## src/common/vvm_pkg.sv

```systemverilog
/*
   Constants for the variable vector interrupt map: register byte offsets,
   field positions, reset values and the slot numbering of the vector table.
   Assumes a 32-bit APB register bus and a 20-bit processor address space.
*/
//
// Contract
// - Vector table is a 256-byte area starting at the software-written base pointer.
// - Each slot holds a four-byte handler address; the block fetches it on acceptance.
// - Slot n lies at base plus 4n through base plus 4n+3.
// - Break uses number 0; software numbers 32-63 use the table; never gated.
// - External irq 3, input timers 5/4/3, output timers 7/6 map to numbers 4-9.
// - Number 10 is output timer 5 or bus collision, chosen by bit 4 at 035E.
// - DMA channels 0/1, key input, conversion done map to numbers 11-14.
// - Numbers 15/16 are serial 2 transmit/receive, or NACK/ACK in two-wire mode.
// - Serial channel 0 and 1 transmit/receive map to numbers 17-20.
// - Output timers 0-2 map to numbers 21-23, input timers 0-2 to 26-28.
// - Numbers 24/25 choose timer 3/4 or external irq 4/5 by bits 6/7 at 035F.
// - External irqs 0, 1, 2 map to numbers 29, 30, 31.
// - Software numbers 32-63 occupy offsets 128 through 255.
// - Maskable requests gated by global enable, source level and cpu threshold.
// - Each source has a software-readable pending request bit.
// - Request bit and level field share one control register per source.
// - Global enable and threshold live in the processor flag word.
// - Non-maskable and software vectors bypass the enable and priority gating.
// - Accept only when enable is 1, request is 1 and level exceeds threshold.
// - Level is 3 bits; 0 disables, 1 lowest through 7 highest.
// - Hardware sets request, clears on acceptance; software may only clear it.
// - Global enable resets to 0.

package vvm_pkg;

   // ---------------------------------------------------------------
   // Sizes
   // ---------------------------------------------------------------
   localparam int          ADDR_W      = 20;
   localparam int          PADDR_W     = 12;
   localparam int          NUM_SLOTS   = 32;
   localparam int          NUM_W       = 6;
   localparam int          LVL_W       = 3;
   localparam int          TABLE_BYTES = 256;
   localparam int          SLOT_BYTES  = 4;
   localparam int          FIRST_SLOT  = 4;

   // ---------------------------------------------------------------
   // Register offsets
   // ---------------------------------------------------------------
   localparam logic [11:0] OFS_VECTOR_BASE = 12'h000;
   localparam logic [11:0] OFS_FLAG_WORD   = 12'h004;
   localparam logic [11:0] OFS_STATUS      = 12'h008;
   localparam logic [11:0] OFS_HANDLER     = 12'h00C;
   localparam logic [11:0] OFS_MODE        = 12'h010;
   localparam logic [11:0] OFS_SLOT_BASE   = 12'h100;
   localparam logic [11:0] IDX_CAUSE_SEL_A = 12'h35E;
   localparam logic [11:0] IDX_CAUSE_SEL_B = 12'h35F;

   // ---------------------------------------------------------------
   // Field positions
   // ---------------------------------------------------------------
   localparam int          FLAG_GIE_BIT   = 6;
   localparam int          FLAG_THR_LSB   = 12;
   localparam int          SLOT_REQ_BIT   = 3;
   localparam int          SEL_COLL_BIT   = 4;
   localparam int          SEL_EXT4_BIT   = 6;
   localparam int          SEL_EXT5_BIT   = 7;
   localparam int          MODE_2WIRE_BIT = 0;
   localparam int          STAT_PEND_BIT  = 31;
   localparam int          STAT_LVL_LSB   = 8;

   // ---------------------------------------------------------------
   // Reset values
   // ---------------------------------------------------------------
   localparam logic [ADDR_W-1:0] RST_VECTOR_BASE = 20'h00000;
   localparam logic              RST_GIE         = 1'b0;
   localparam logic [LVL_W-1:0]  RST_THRESHOLD   = 3'h0;
   localparam logic [LVL_W-1:0]  RST_LEVEL       = 3'h0;

endpackage : vvm_pkg

```

## src/logic/vvm_top.sv

```systemverilog
/*
   Variable vector interrupt map: per-source control registers, priority
   gating and arbitration, and vector fetch from the relocatable table.
   Assumes peripheral requests arrive as one-cycle synchronous pulses, and a
   single-word memory read port that answers with mem_rvalid some cycles later.
*/
// Local design decisions: the APB interface to the registers and the placing of the registers.
`timescale 1ns/1ns

module vvm_top
   import vvm_pkg::*;
(
   // Clock and reset
   input  wire logic                 clk,
   input  wire logic                 resetn,
   // APB slave
   input  wire logic                 psel,
   input  wire logic                 penable,
   input  wire logic                 pwrite,
   input  wire logic [PADDR_W-1:0]   paddr,
   input  wire logic [31:0]          pwdata,
   output logic      [31:0]          prdata,
   output logic                      pready,
   output logic                      pslverr,
   // Peripheral request pulses
   input  wire logic [5:0]           external_irq,
   input  wire logic [7:0]           output_timer_irq,
   input  wire logic [5:0]           input_timer_irq,
   input  wire logic [1:0]           dma_channel_irq,
   input  wire logic                 key_input_irq,
   input  wire logic                 conversion_done_irq,
   input  wire logic [2:0]           serial_tx_irq,
   input  wire logic [2:0]           serial_rx_irq,
   input  wire logic                 bus_collision_irq,
   input  wire logic                 serial_2_nack_irq,
   input  wire logic                 serial_2_ack_irq,
   // Core interrupt sequencer
   output logic                      irq_request,
   output logic      [NUM_W-1:0]     irq_number,
   output logic      [LVL_W-1:0]     irq_level,
   input  wire logic                 irq_accept,
   input  wire logic                 sw_int_strobe,
   input  wire logic [NUM_W-1:0]     sw_int_number,
   output logic                      handler_valid,
   output logic      [ADDR_W-1:0]    handler_address,
   output logic      [NUM_W-1:0]     handler_number,
   // Vector table read port
   output logic                      mem_rd,
   output logic      [ADDR_W-1:0]    mem_addr,
   input  wire logic                 mem_rvalid,
   input  wire logic [31:0]          mem_rdata
);

   typedef enum logic [0:0] {
      VV_IDLE,
      VV_WAIT
   } vvm_state_e;

   // ---------------------------------------------------------------
   // Register state
   // ---------------------------------------------------------------
   logic [ADDR_W-1:0]    vector_base_pointer;
   logic                 global_enable;
   logic [LVL_W-1:0]     cpu_priority_threshold;
   logic                 sel_collision;
   logic                 sel_ext4;
   logic                 sel_ext5;
   logic                 two_wire_mode;
   // Nets: every slot drives only its own element
   wire logic [NUM_SLOTS-1:0] req_bit;
   wire logic [LVL_W-1:0]     level [0:NUM_SLOTS-1];
   vvm_state_e           state;
   logic [NUM_W-1:0]     fetch_number;

   // ---------------------------------------------------------------
   // APB decode
   // ---------------------------------------------------------------
   wire logic             setup_rd  = psel & ~penable & ~pwrite;
   wire logic             setup_ph  = psel & ~penable;
   wire logic             apb_wr    = psel & penable & pwrite & pready;
   wire logic             hit_base  = paddr == OFS_VECTOR_BASE;
   wire logic             hit_flag  = paddr == OFS_FLAG_WORD;
   wire logic             hit_stat  = paddr == OFS_STATUS;
   wire logic             hit_hand  = paddr == OFS_HANDLER;
   wire logic             hit_mode  = paddr == OFS_MODE;
   wire logic             hit_sel_a = paddr == {IDX_CAUSE_SEL_A[9:0], 2'b00};
   wire logic             hit_sel_b = paddr == {IDX_CAUSE_SEL_B[9:0], 2'b00};
   wire logic             hit_slot  = (paddr[11:7] == OFS_SLOT_BASE[11:7]) &
                                      (paddr[1:0] == 2'b00);
   wire logic [4:0]       slot_idx  = paddr[6:2];
   wire logic             mapped    = hit_base | hit_flag | hit_stat | hit_hand |
                                      hit_mode | hit_sel_a | hit_sel_b | hit_slot;

   // ---------------------------------------------------------------
   // Source to slot mapping
   // ---------------------------------------------------------------
   logic [NUM_SLOTS-1:0] slot_event;

   assign slot_event[0]  = 1'b0;
   assign slot_event[3:1] = 3'b000;
   assign slot_event[4]  = external_irq[3];
   assign slot_event[5]  = input_timer_irq[5];
   assign slot_event[6]  = input_timer_irq[4];
   assign slot_event[7]  = input_timer_irq[3];
   assign slot_event[8]  = output_timer_irq[7];
   assign slot_event[9]  = output_timer_irq[6];
   assign slot_event[10] = sel_collision ? bus_collision_irq
                                         : output_timer_irq[5];
   assign slot_event[11] = dma_channel_irq[0];
   assign slot_event[12] = dma_channel_irq[1];
   assign slot_event[13] = key_input_irq;
   assign slot_event[14] = conversion_done_irq;
   assign slot_event[15] = two_wire_mode ? serial_2_nack_irq
                                         : serial_tx_irq[2];
   assign slot_event[16] = two_wire_mode ? serial_2_ack_irq
                                         : serial_rx_irq[2];
   assign slot_event[17] = serial_tx_irq[0];
   assign slot_event[18] = serial_rx_irq[0];
   assign slot_event[19] = serial_tx_irq[1];
   assign slot_event[20] = serial_rx_irq[1];
   assign slot_event[21] = output_timer_irq[0];
   assign slot_event[22] = output_timer_irq[1];
   assign slot_event[23] = output_timer_irq[2];
   assign slot_event[24] = sel_ext4 ? external_irq[4]
                                    : output_timer_irq[3];
   assign slot_event[25] = sel_ext5 ? external_irq[5]
                                    : output_timer_irq[4];
   assign slot_event[26] = input_timer_irq[0];
   assign slot_event[27] = input_timer_irq[1];
   assign slot_event[28] = input_timer_irq[2];
   assign slot_event[29] = external_irq[0];
   assign slot_event[30] = external_irq[1];
   assign slot_event[31] = external_irq[2];

   // ---------------------------------------------------------------
   // Acceptance and vector selection
   // ---------------------------------------------------------------
   // Software vectors win over a same-cycle hardware accept; the core issues one at a time.
   wire logic             idle      = state == VV_IDLE;
   wire logic             take_sw   = idle & sw_int_strobe;
   wire logic             take_hw   = idle & ~sw_int_strobe & irq_accept &
                                      irq_request & req_bit[irq_number[4:0]];
   wire logic [NUM_W-1:0] take_num  = take_sw ? sw_int_number : irq_number;
   wire logic [ADDR_W-1:0] slot_ofs = {{(ADDR_W-NUM_W-2){1'b0}}, take_num, 2'b00};
   wire logic [ADDR_W-1:0] slot_adr = vector_base_pointer + slot_ofs;

   // ---------------------------------------------------------------
   // Per-slot control registers
   // ---------------------------------------------------------------
   genvar g;
   generate
      for (g = 0; g < NUM_SLOTS; g = g + 1) begin : g_slot
         if (g >= FIRST_SLOT) begin : g_live
            wire logic wr_this  = apb_wr & hit_slot & (slot_idx == g);
            wire logic sw_clr   = wr_this & ~pwdata[SLOT_REQ_BIT];
            wire logic hw_clr   = take_hw & (irq_number == g);
            logic             req_q;
            logic [LVL_W-1:0] lvl_q;
            always_ff @(posedge clk or negedge resetn) begin
               if (!resetn) begin
                  req_q <= 1'b0;
                  lvl_q <= RST_LEVEL;
               end else begin
                  // A new event in the clearing cycle is kept
                  req_q <= (req_q & ~sw_clr & ~hw_clr) | slot_event[g];
                  if (wr_this) begin
                     lvl_q <= pwdata[LVL_W-1:0];
                  end
               end
            end
            assign req_bit[g] = req_q;
            assign level[g]   = lvl_q;
         end else begin : g_rsvd
            assign req_bit[g] = 1'b0;
            assign level[g]   = RST_LEVEL;
         end
      end
   endgenerate

   // ---------------------------------------------------------------
   // Arbitration
   // ---------------------------------------------------------------
   // Highest level wins; on a tie the lower number wins.
   logic [LVL_W-1:0] best_lvl;
   logic [NUM_W-1:0] best_num;

   always_comb begin
      best_lvl = RST_LEVEL;
      best_num = '0;
      for (int i = FIRST_SLOT; i < NUM_SLOTS; i++) begin
         if (global_enable && req_bit[i] &&
             (level[i] > cpu_priority_threshold) &&
             (level[i] > best_lvl)) begin
            best_lvl = level[i];
            best_num = NUM_W'(i);
         end
      end
   end

   always_ff @(posedge clk or negedge resetn) begin
      if (!resetn) begin
         irq_request <= 1'b0;
         irq_number  <= '0;
         irq_level   <= RST_LEVEL;
      end else begin
         // Drop the request during the clear so the core never sees a stale slot
         irq_request <= (best_lvl != RST_LEVEL) & ~take_hw;
         irq_number  <= best_num;
         irq_level   <= best_lvl;
      end
   end

   // ---------------------------------------------------------------
   // Global registers
   // ---------------------------------------------------------------
   always_ff @(posedge clk or negedge resetn) begin
      if (!resetn) begin
         vector_base_pointer    <= RST_VECTOR_BASE;
         global_enable          <= RST_GIE;
         cpu_priority_threshold <= RST_THRESHOLD;
         sel_collision          <= 1'b0;
         sel_ext4               <= 1'b0;
         sel_ext5               <= 1'b0;
         two_wire_mode          <= 1'b0;
      end else if (apb_wr) begin
         if (hit_base) begin
            vector_base_pointer <= pwdata[ADDR_W-1:0];
         end
         if (hit_flag) begin
            global_enable          <= pwdata[FLAG_GIE_BIT];
            cpu_priority_threshold <= pwdata[FLAG_THR_LSB +: LVL_W];
         end
         if (hit_sel_a) begin
            sel_collision <= pwdata[SEL_COLL_BIT];
         end
         if (hit_sel_b) begin
            sel_ext4 <= pwdata[SEL_EXT4_BIT];
            sel_ext5 <= pwdata[SEL_EXT5_BIT];
         end
         if (hit_mode) begin
            two_wire_mode <= pwdata[MODE_2WIRE_BIT];
         end
      end
   end

   // ---------------------------------------------------------------
   // Vector fetch
   // ---------------------------------------------------------------
   always_ff @(posedge clk or negedge resetn) begin
      if (!resetn) begin
         state           <= VV_IDLE;
         mem_rd          <= 1'b0;
         mem_addr        <= '0;
         fetch_number    <= '0;
         handler_valid   <= 1'b0;
         handler_address <= '0;
         handler_number  <= '0;
      end else begin
         mem_rd        <= 1'b0;
         handler_valid <= 1'b0;
         case (state)
            VV_IDLE: begin
               if (take_sw || take_hw) begin
                  mem_rd       <= 1'b1;
                  mem_addr     <= slot_adr;
                  fetch_number <= take_num;
                  state        <= VV_WAIT;
               end
            end
            VV_WAIT: begin
               if (mem_rvalid) begin
                  handler_valid   <= 1'b1;
                  handler_address <= mem_rdata[ADDR_W-1:0];
                  handler_number  <= fetch_number;
                  state           <= VV_IDLE;
               end
            end
            default: begin
               state <= VV_IDLE;
            end
         endcase
      end
   end

   // ---------------------------------------------------------------
   // Read data
   // ---------------------------------------------------------------
   wire logic [31:0] rd_base  = {{(32-ADDR_W){1'b0}}, vector_base_pointer};
   wire logic [31:0] rd_flag  = (32'(global_enable) << FLAG_GIE_BIT) |
                                (32'(cpu_priority_threshold) << FLAG_THR_LSB);
   wire logic [31:0] rd_stat  = (32'(irq_request) << STAT_PEND_BIT) |
                                (32'(irq_level) << STAT_LVL_LSB) |
                                32'(irq_number);
   wire logic [31:0] rd_hand  = {{(32-ADDR_W){1'b0}}, handler_address};
   wire logic [31:0] rd_mode  = 32'(two_wire_mode) << MODE_2WIRE_BIT;
   wire logic [31:0] rd_sel_a = 32'(sel_collision) << SEL_COLL_BIT;
   wire logic [31:0] rd_sel_b = (32'(sel_ext4) << SEL_EXT4_BIT) |
                                (32'(sel_ext5) << SEL_EXT5_BIT);
   wire logic [31:0] rd_slot  = (32'(req_bit[slot_idx]) << SLOT_REQ_BIT) |
                                32'(level[slot_idx]);
   wire logic [31:0] rd_mux   = hit_base  ? rd_base  :
                                hit_flag  ? rd_flag  :
                                hit_stat  ? rd_stat  :
                                hit_hand  ? rd_hand  :
                                hit_mode  ? rd_mode  :
                                hit_sel_a ? rd_sel_a :
                                hit_sel_b ? rd_sel_b :
                                hit_slot  ? rd_slot  : 32'h00000000;

   // No wait state: data is captured in setup so prdata leaves a flip-flop
   always_ff @(posedge clk or negedge resetn) begin
      if (!resetn) begin
         prdata  <= 32'h00000000;
         pready  <= 1'b0;
         pslverr <= 1'b0;
      end else begin
         pready  <= setup_ph;
         pslverr <= setup_ph & ~mapped;
         if (setup_rd) begin
            prdata <= rd_mux;
         end
      end
   end

endmodule // vvm_top

```

## config.mk

```make
export PLATFORM = sky130hd
export DESIGN_NAME = vvm_top
export DESIGN_NICKNAME = d
export VERILOG_FILES = /design/src/common/vvm_pkg.sv /design/src/logic/vvm_top.sv
export SDC_FILE = /design/constraint.sdc
export NUM_CORES = 1
export LEC_CHECK = 0
export BUFFER_PORTS_ARGS = -buffer_cell sky130_fd_sc_hd__buf_2
export CAP_MARGIN = 20
export CORE_ASPECT_RATIO = 0.6
export CORE_MARGIN = 2
export CORE_UTILIZATION = 35
export DETAILED_ROUTE_END_ITERATION = 12
export GPL_TIMING_DRIVEN = 1
export PLACE_DENSITY = 0.54
export SETUP_SLACK_MARGIN = 0.05
export SYNTH_ARGS = -nofsm -noshare
export SYNTH_HDL_FRONTEND = slang
export SYNTH_SLANG_ARGS = --single-unit
```

## constraint.sdc

```tcl
create_clock -name clk -period 41.7 [get_ports clk]
set_input_delay 0 -clock clk [delete_from_list [all_inputs] [get_ports clk]]
set_output_delay 0 -clock clk [all_outputs]
set_load 0.005 [all_outputs]
```

======== Word-level counts from Yosys, hierarchy flattened ========
Index checks and enable logic that the tools add are counted.
operators by class
  add/subtract/negate cells ............... 1
  $lt $le $gt $ge ......................... 59
  eq/ne operators ......................... 63
  multiplexer cells ....................... 83
  bitwise logic cells ..................... 258
  reduce and logical (&&, ||, !) cells .... 95
operators by type and width
  kind                    count
  $gt A3 B3 Y1            55
  $and A1 B1 Y1           154
  $mux W6                 22
  $mux W3                 34
  $eq A6 B5 Y1 const B    16
  $mux W32                3
  $logic_and A1 B1 Y1     84
  $eq A5 B5 Y1 const B    16
  $not A1 Y1              63
  $eq A6 B4 Y1 const B    8
  $eq A5 B4 Y1 const B    8
  $or A1 B1 Y1            35
  $or A32 B11 Y32         1
  $or A32 B6 Y32          1
  $eq A12 B12 Y1 const B  2
  $eq A12 B4 Y1 const B   2
  $eq A6 B3 Y1 const B    4
  $mux W8                 3
  $add A20 B8 Y20         1
  $eq A5 B3 Y1 const B    4
  $mux W20                1
  $mux W4                 4
  $bmux W3 S5             1
  $or A7 B15 Y15          1
  17 further kinds        36
storage, ports and cells
  register bits ........................... 239
  bits of input ports ..................... 123
  output and inout bits ................... 92
  word-level logic and storage cells ...... 635

======== Logic depth before layout (Yosys ltp) ========
  depth after elaboration ................. 87
  gate-level depth with buffers ........... 195
  gate-level depth less buffers ........... 194

======== Least setup slack after synthesis ========
Ideal clock, no wire load.
  kind .................................... register to register
  start ................................... register cpu_priority_threshold[1]
  end ..................................... register irq_request
  setup time .............................. 0.130 ns
  arrival time ............................ 35.535 ns
  required time ........................... 41.570 ns
  setup slack ............................. 6.035 ns
  cell stages (with the launch flop) ...... 190
  buffers on the path ..................... 0
  clock period less this slack ............ 35.665 ns
  cell sequence ........................... dfrtp_1 inv_1 ha_1 nor2b_1 o211a_1 and2_1 ha_1 nand3_1 and4_4 and2_1 mux2_2 ha_1 nand3b_1 a22o_1 nor2_2 nor2_1 a21oi_1 ha_1 [... 154 more ...] a21oi_1 a311oi_1 or3_1 ha_1 a21oi_1 a21oi_1 o21ai_0 a21boi_1 o41ai_1 inv_1 ha_1 nor2b_1 o21ai_0 a221oi_1 a41oi_1 o31a_1 a31oi_1 o21ai_1
on the way
  word-level cells in the longest chain between the ends .. 87
  elaborated cells between the ends (all ways) .. 141
  classes of those cells .................. order compare: 55; mux: 28; bitwise: 1; reduce/logical: 57
RTL lines
  element                   line            source
  start: declaration        vvm_top.sv:64   logic [LVL_W-1:0] cpu_priority_threshold;
  start signal: assignment  vvm_top.sv:231  cpu_priority_threshold <= pwdata[FLAG_THR_LSB +: LVL_W];
  $gt A3 B3 Y1              vvm_top.sv:192  (level[i] > cpu_priority_threshold) &&
  $logic_and A1 B1 Y1       vvm_top.sv:191  if (global_enable && req_bit[i] &&
  $logic_and A1 B1 Y1       vvm_top.sv:192
  $mux W3                   vvm_top.sv:191
  $gt A3 B3 Y1              vvm_top.sv:193  (level[i] > best_lvl)) begin
  $logic_and A1 B1 Y1       vvm_top.sv:192
  $mux W3                   vvm_top.sv:191
  $gt A3 B3 Y1              vvm_top.sv:193
  [... 71 more ...]         -
  $gt A3 B3 Y1              vvm_top.sv:193
  $logic_and A1 B1 Y1       vvm_top.sv:192
  $mux W3                   vvm_top.sv:191
  $gt A3 B3 Y1              vvm_top.sv:193
  $logic_and A1 B1 Y1       vvm_top.sv:192
  $mux W3 *                 vvm_top.sv:191
  $reduce_bool A3 Y1 *      vvm_top.sv:207  irq_request <= (best_lvl != RST_LEVEL) & ~take_hw;
  $and A1 B1 Y1 *           vvm_top.sv:207
  end signal: assignment    vvm_top.sv:207
  end: declaration          vvm_top.sv:38   output logic irq_request,
Mark *: on every way between the ends. The rest lies on a longest branch, timed or not.
A chain may end at the register's enable or synchronous reset.

======== Worst setup path in the final report ========
  start ................................... register g_slot[4].g_live.lvl_q[1]
  end ..................................... register irq_request
on the way
  word-level cells in the longest chain between the ends .. 87
  elaborated cells between the ends (all ways) .. 88
  classes of those cells .................. order compare: 29; mux: 28; bitwise: 1; reduce/logical: 30
RTL lines
  element                   line            source
  start: declaration        vvm_top.sv:158  logic [LVL_W-1:0] lvl_q;
  start signal: assignment  vvm_top.sv:167  lvl_q <= pwdata[LVL_W-1:0];
  $gt A3 B3 Y1              vvm_top.sv:192
  $logic_and A1 B1 Y1       vvm_top.sv:191
  $logic_and A1 B1 Y1       vvm_top.sv:192
  $mux W3 *                 vvm_top.sv:191
  $gt A3 B3 Y1              vvm_top.sv:193
  $logic_and A1 B1 Y1       vvm_top.sv:192
  $mux W3 *                 vvm_top.sv:191
  $gt A3 B3 Y1              vvm_top.sv:193
  [... 71 more ...]         -
  $gt A3 B3 Y1              vvm_top.sv:193
  $logic_and A1 B1 Y1       vvm_top.sv:192
  $mux W3 *                 vvm_top.sv:191
  $gt A3 B3 Y1              vvm_top.sv:193
  $logic_and A1 B1 Y1       vvm_top.sv:192
  $mux W3 *                 vvm_top.sv:191
  $reduce_bool A3 Y1 *      vvm_top.sv:207
  $and A1 B1 Y1 *           vvm_top.sv:207
Marks and branches as above.

==> results.yml <==
clock_network:
  clk_pin_slew_ns: 0.07
  root_buffer: "clkbuf_16"
  clk_latency_ns: 0.54
  cts_made_buffers: 23
  tritoncts: "built"
  cts_buffer_depth: 3
  cts_sinks: 227
  h-tree-depth: 1
critical_path:
  crit_start: "g_slot[4].g_live.lvl_q[1]"
  worst-path-buf-inv: 6
  worstPathArrival_ns: 39.80
  r2r_slack_ns: 2.34
  worstPathMaxFanout: 10
  slowest_stage: "a311oi_1"
  endpoint_kind: "flop"
  endpoint: "irq_request"
  crit_top_cell: "nor2_1"
  cp.depth: 185
  r2r_end: "irq_request"
  r2r_start: "g_slot[4].g_live.lvl_q[1]"
  crit_family: "compound AO/OA/AOI/OAI gates"
  criticalPathCategory: "reg -> reg"
  critPathMaxStageDelay_ns: 0.57
  ff2ff_path_depth: 185
  startpoint_type: "flop"
  crit_required_ns: 42.14
layout:
  final_cells: 2683
  drive_gt1_share_pct: 23.8
  final_cell_mix: "227 x dfrtp_1, 204 x nand2_1, 178 x buf_2"
  layout_commonest_cell: "dfrtp_1"
  fillers: 4681
  area_delta_synth_final_pct: 19.5
  layout.nets: 2272
global_routing:
  grt_max_degree: 83
  grt_pass1_wl_mm: 93.2
  grt_pass1_vias: 14903
  antenna_found_initial: 3
  grt.overflow.total: 0
  grtUsageTotal_pct: 24.2
routing:
  routed_wl_mm: 61.5
  wire_per_inst_um: 22.9
  drt-initial-drc-count: 1380
  postRouteAntennaNets: 0
  drt_pass1_iterations: 5
  drc: 0
  vias: 15445
  drt-vias-per-instance: 5.76
sta:
  fin_setup_tns_ns: 0
  maxSlewViolCount: 0
  finalHoldViolCount: 0
  fin_crit_sh_pct: 94.4
  rsz0062_at_grt: "false"
  tightest_slew_ns: 1.01
  timing.hold.ws_ns: 0.0458
  finalWorstSetupSlack_ns: 2.34
  relSlewSlack_pct: 32.5
  setup_viol: 0
  worst_clock_skew_ns: 0.0290
  fin_crit_ns: 39.36
  fmax_mhz: 25.4
status:
  status: "finished, final reports clean"
place:
  gp_congestion: 0.874
  dpl.hpwl_mm: 46.1
  pre_cts_slack_ns: 0.947
  portBuffers: 178
  dp.cells: 2553
synthesis:
  synthFlopType: "dfrtp_1"
  yosysWarnings: 0
  ys_ff_latch: 227
  synth.yosys.seq_area_share_pct: 33.6
  synth_enable_flop_cells: 0
  avgSynthCellArea_um2: 9.47
  synth_cells: 1783
  synth_cell_type_count: 106
  netlist_area_um2: 16900
  postSynth.asyncResetShare_pct: 100
floorplan:
  initial_core_util_pct: 35.4
  rows: 62
  io_pins: 215
  dieWidth_um: 288
  coreArea_um2: 47700
  die_area_um2: 50100
  floorplan.die.height_um: 174
pwr:
  total_power_mw: 0.527
  p_leak_nw: 9.02
  ir_drop_mv: 0.0232
  power_density_nw_per_um2: 26.1
job:
  drv_cap: 0
min_path:
  hp-class: "in -> async"
-- cell families after synthesis --
kind of cell | share of synthesized area, %
AOI/OAI and AO/OA | 19.9
xor gates and xnor gates | 0.882
adders and majority gates | 9.75
buffers and inverters | 4.11
DFF | 33.6
muxes | 15.8
other | 0.0222
and+or+nand+nor | 16.0
-- layer usage --
metal  vias up  wire [µm]  global-route usage, %
li1       7085          -                      -
met1      7672      29600                   37.6
met2       605      24700                   32.9
met3        83       5620                   5.88
met4         0       1550                   6.27
met5         -          0                      0
-- worst min path at each step --
stage               startpoint                         to  slack (ns)  cells after the start
finish                  resetn        handler_address[17]        0.05                      2
detailed placement      resetn              handler_valid        0.03                      1
global route         pwdata[3]     vector_base_pointer[3]        0.04                      3
global placement        resetn        handler_address[16]        0.03                      1
floorplan               resetn  cpu_priority_threshold[0]       -0.30                      0
CTS                  pwdata[3]     vector_base_pointer[3]        0.01                      3
-- flip-flops by register name (all words and copies together), names as in the netlist, 3 cells and up --
| name | flops |
|---|---|
| prdata | 21 |
| handler_address | 20 |
| mem_addr | 20 |
| irq_number | 5 |
| g_slot.g_live.lvl_q | 84 |
| g_slot.g_live.req_q | 28 |
| handler_number | 6 |
| vector_base_pointer | 20 |
| irq_level | 3 |
| fetch_number | 6 |
| cpu_priority_threshold | 3 |
-- synth_stat cells (9+ instances only) --
cell | number | share of area [%]
clkbuf_1 | 50 | 1.1
xnor2_1 | 9 | 0.47
mux2i_1 | 14 | 0.83
nor2b_1 | 28 | 1.0
and3_1 | 12 | 0.44
nor2_1 | 153 | 3.4
nor3_1 | 21 | 0.62
nand3_1 | 46 | 1.4
inv_1 | 97 | 2.2
a21o_1 | 25 | 1.1
a22oi_1 | 10 | 0.44
dfrtp_1 | 227 | 34
and2_1 | 20 | 0.74
o21ai_0 | 90 | 2.7
o21bai_1 | 17 | 0.76
mux2_2 | 142 | 9.5
or3_1 | 10 | 0.37
o221ai_1 | 20 | 1.0
o21a_1 | 19 | 0.84
nor4_1 | 10 | 0.37
mux4_2 | 40 | 5.3
a31oi_1 | 11 | 0.41
buf_4 | 12 | 0.53
nand2b_1 | 27 | 1.0
a21oi_1 | 85 | 2.5
o31ai_1 | 31 | 1.4
nand2_1 | 204 | 4.5
nand4_1 | 9 | 0.33
ha_1 | 125 | 9.3
a311oi_1 | 18 | 0.93
a221oi_1 | 12 | 0.62
-- report_power, final --
group          switching (mW)  internal [mW]
Combinational          0.0330         0.0288
Sequential            0.00851          0.232
Clock                  0.0958          0.129
Total                   0.137          0.390
-- worst register-to-register path: cells and delay by family, from the launching register on --
family | cells | cell delay (ns)
AOI/OAI and AO/OA | 71 | 14.95
muxes | 12 | 4.20
adders and majority gates | 32 | 9.13
and+or+nand+nor | 63 | 9.94
DFF | 1 | 0.45
buffers and inverters | 6 | 0.55
xor gates and xnor gates | 1 | 0.12
-- cell type report --
class                   count  area, µm²  share of cell area [%]
multi-input cells        1397      10700                    52.9
flip-flops and latches    227       5680                    28.1
repair buffers            277       1870                    9.27
well taps                 640        801                    3.97
clock buffers              28        604                    2.99
inverters                  97        364                    1.80
clock inverters            13        184                   0.911
diodes                      4       10.0                  0.0496
-- per-stage QoR --
step	area, µm²	util [%]
finish	20200	42.3
global route	20200	42.3
CTS	20000	42.0
detailed placement	18400	38.6
global placement	18400	38.6
floorplan	16900	-
-- repair_timing --
item,4_1_cts,5_1_grt
hold buffers,82,0
endpoints found under the hold margin,174,0
setup buffers,0,0
gates resized for setup,0,24
setup endpoints to repair,0,9
(Power assumes the default switching activity.)
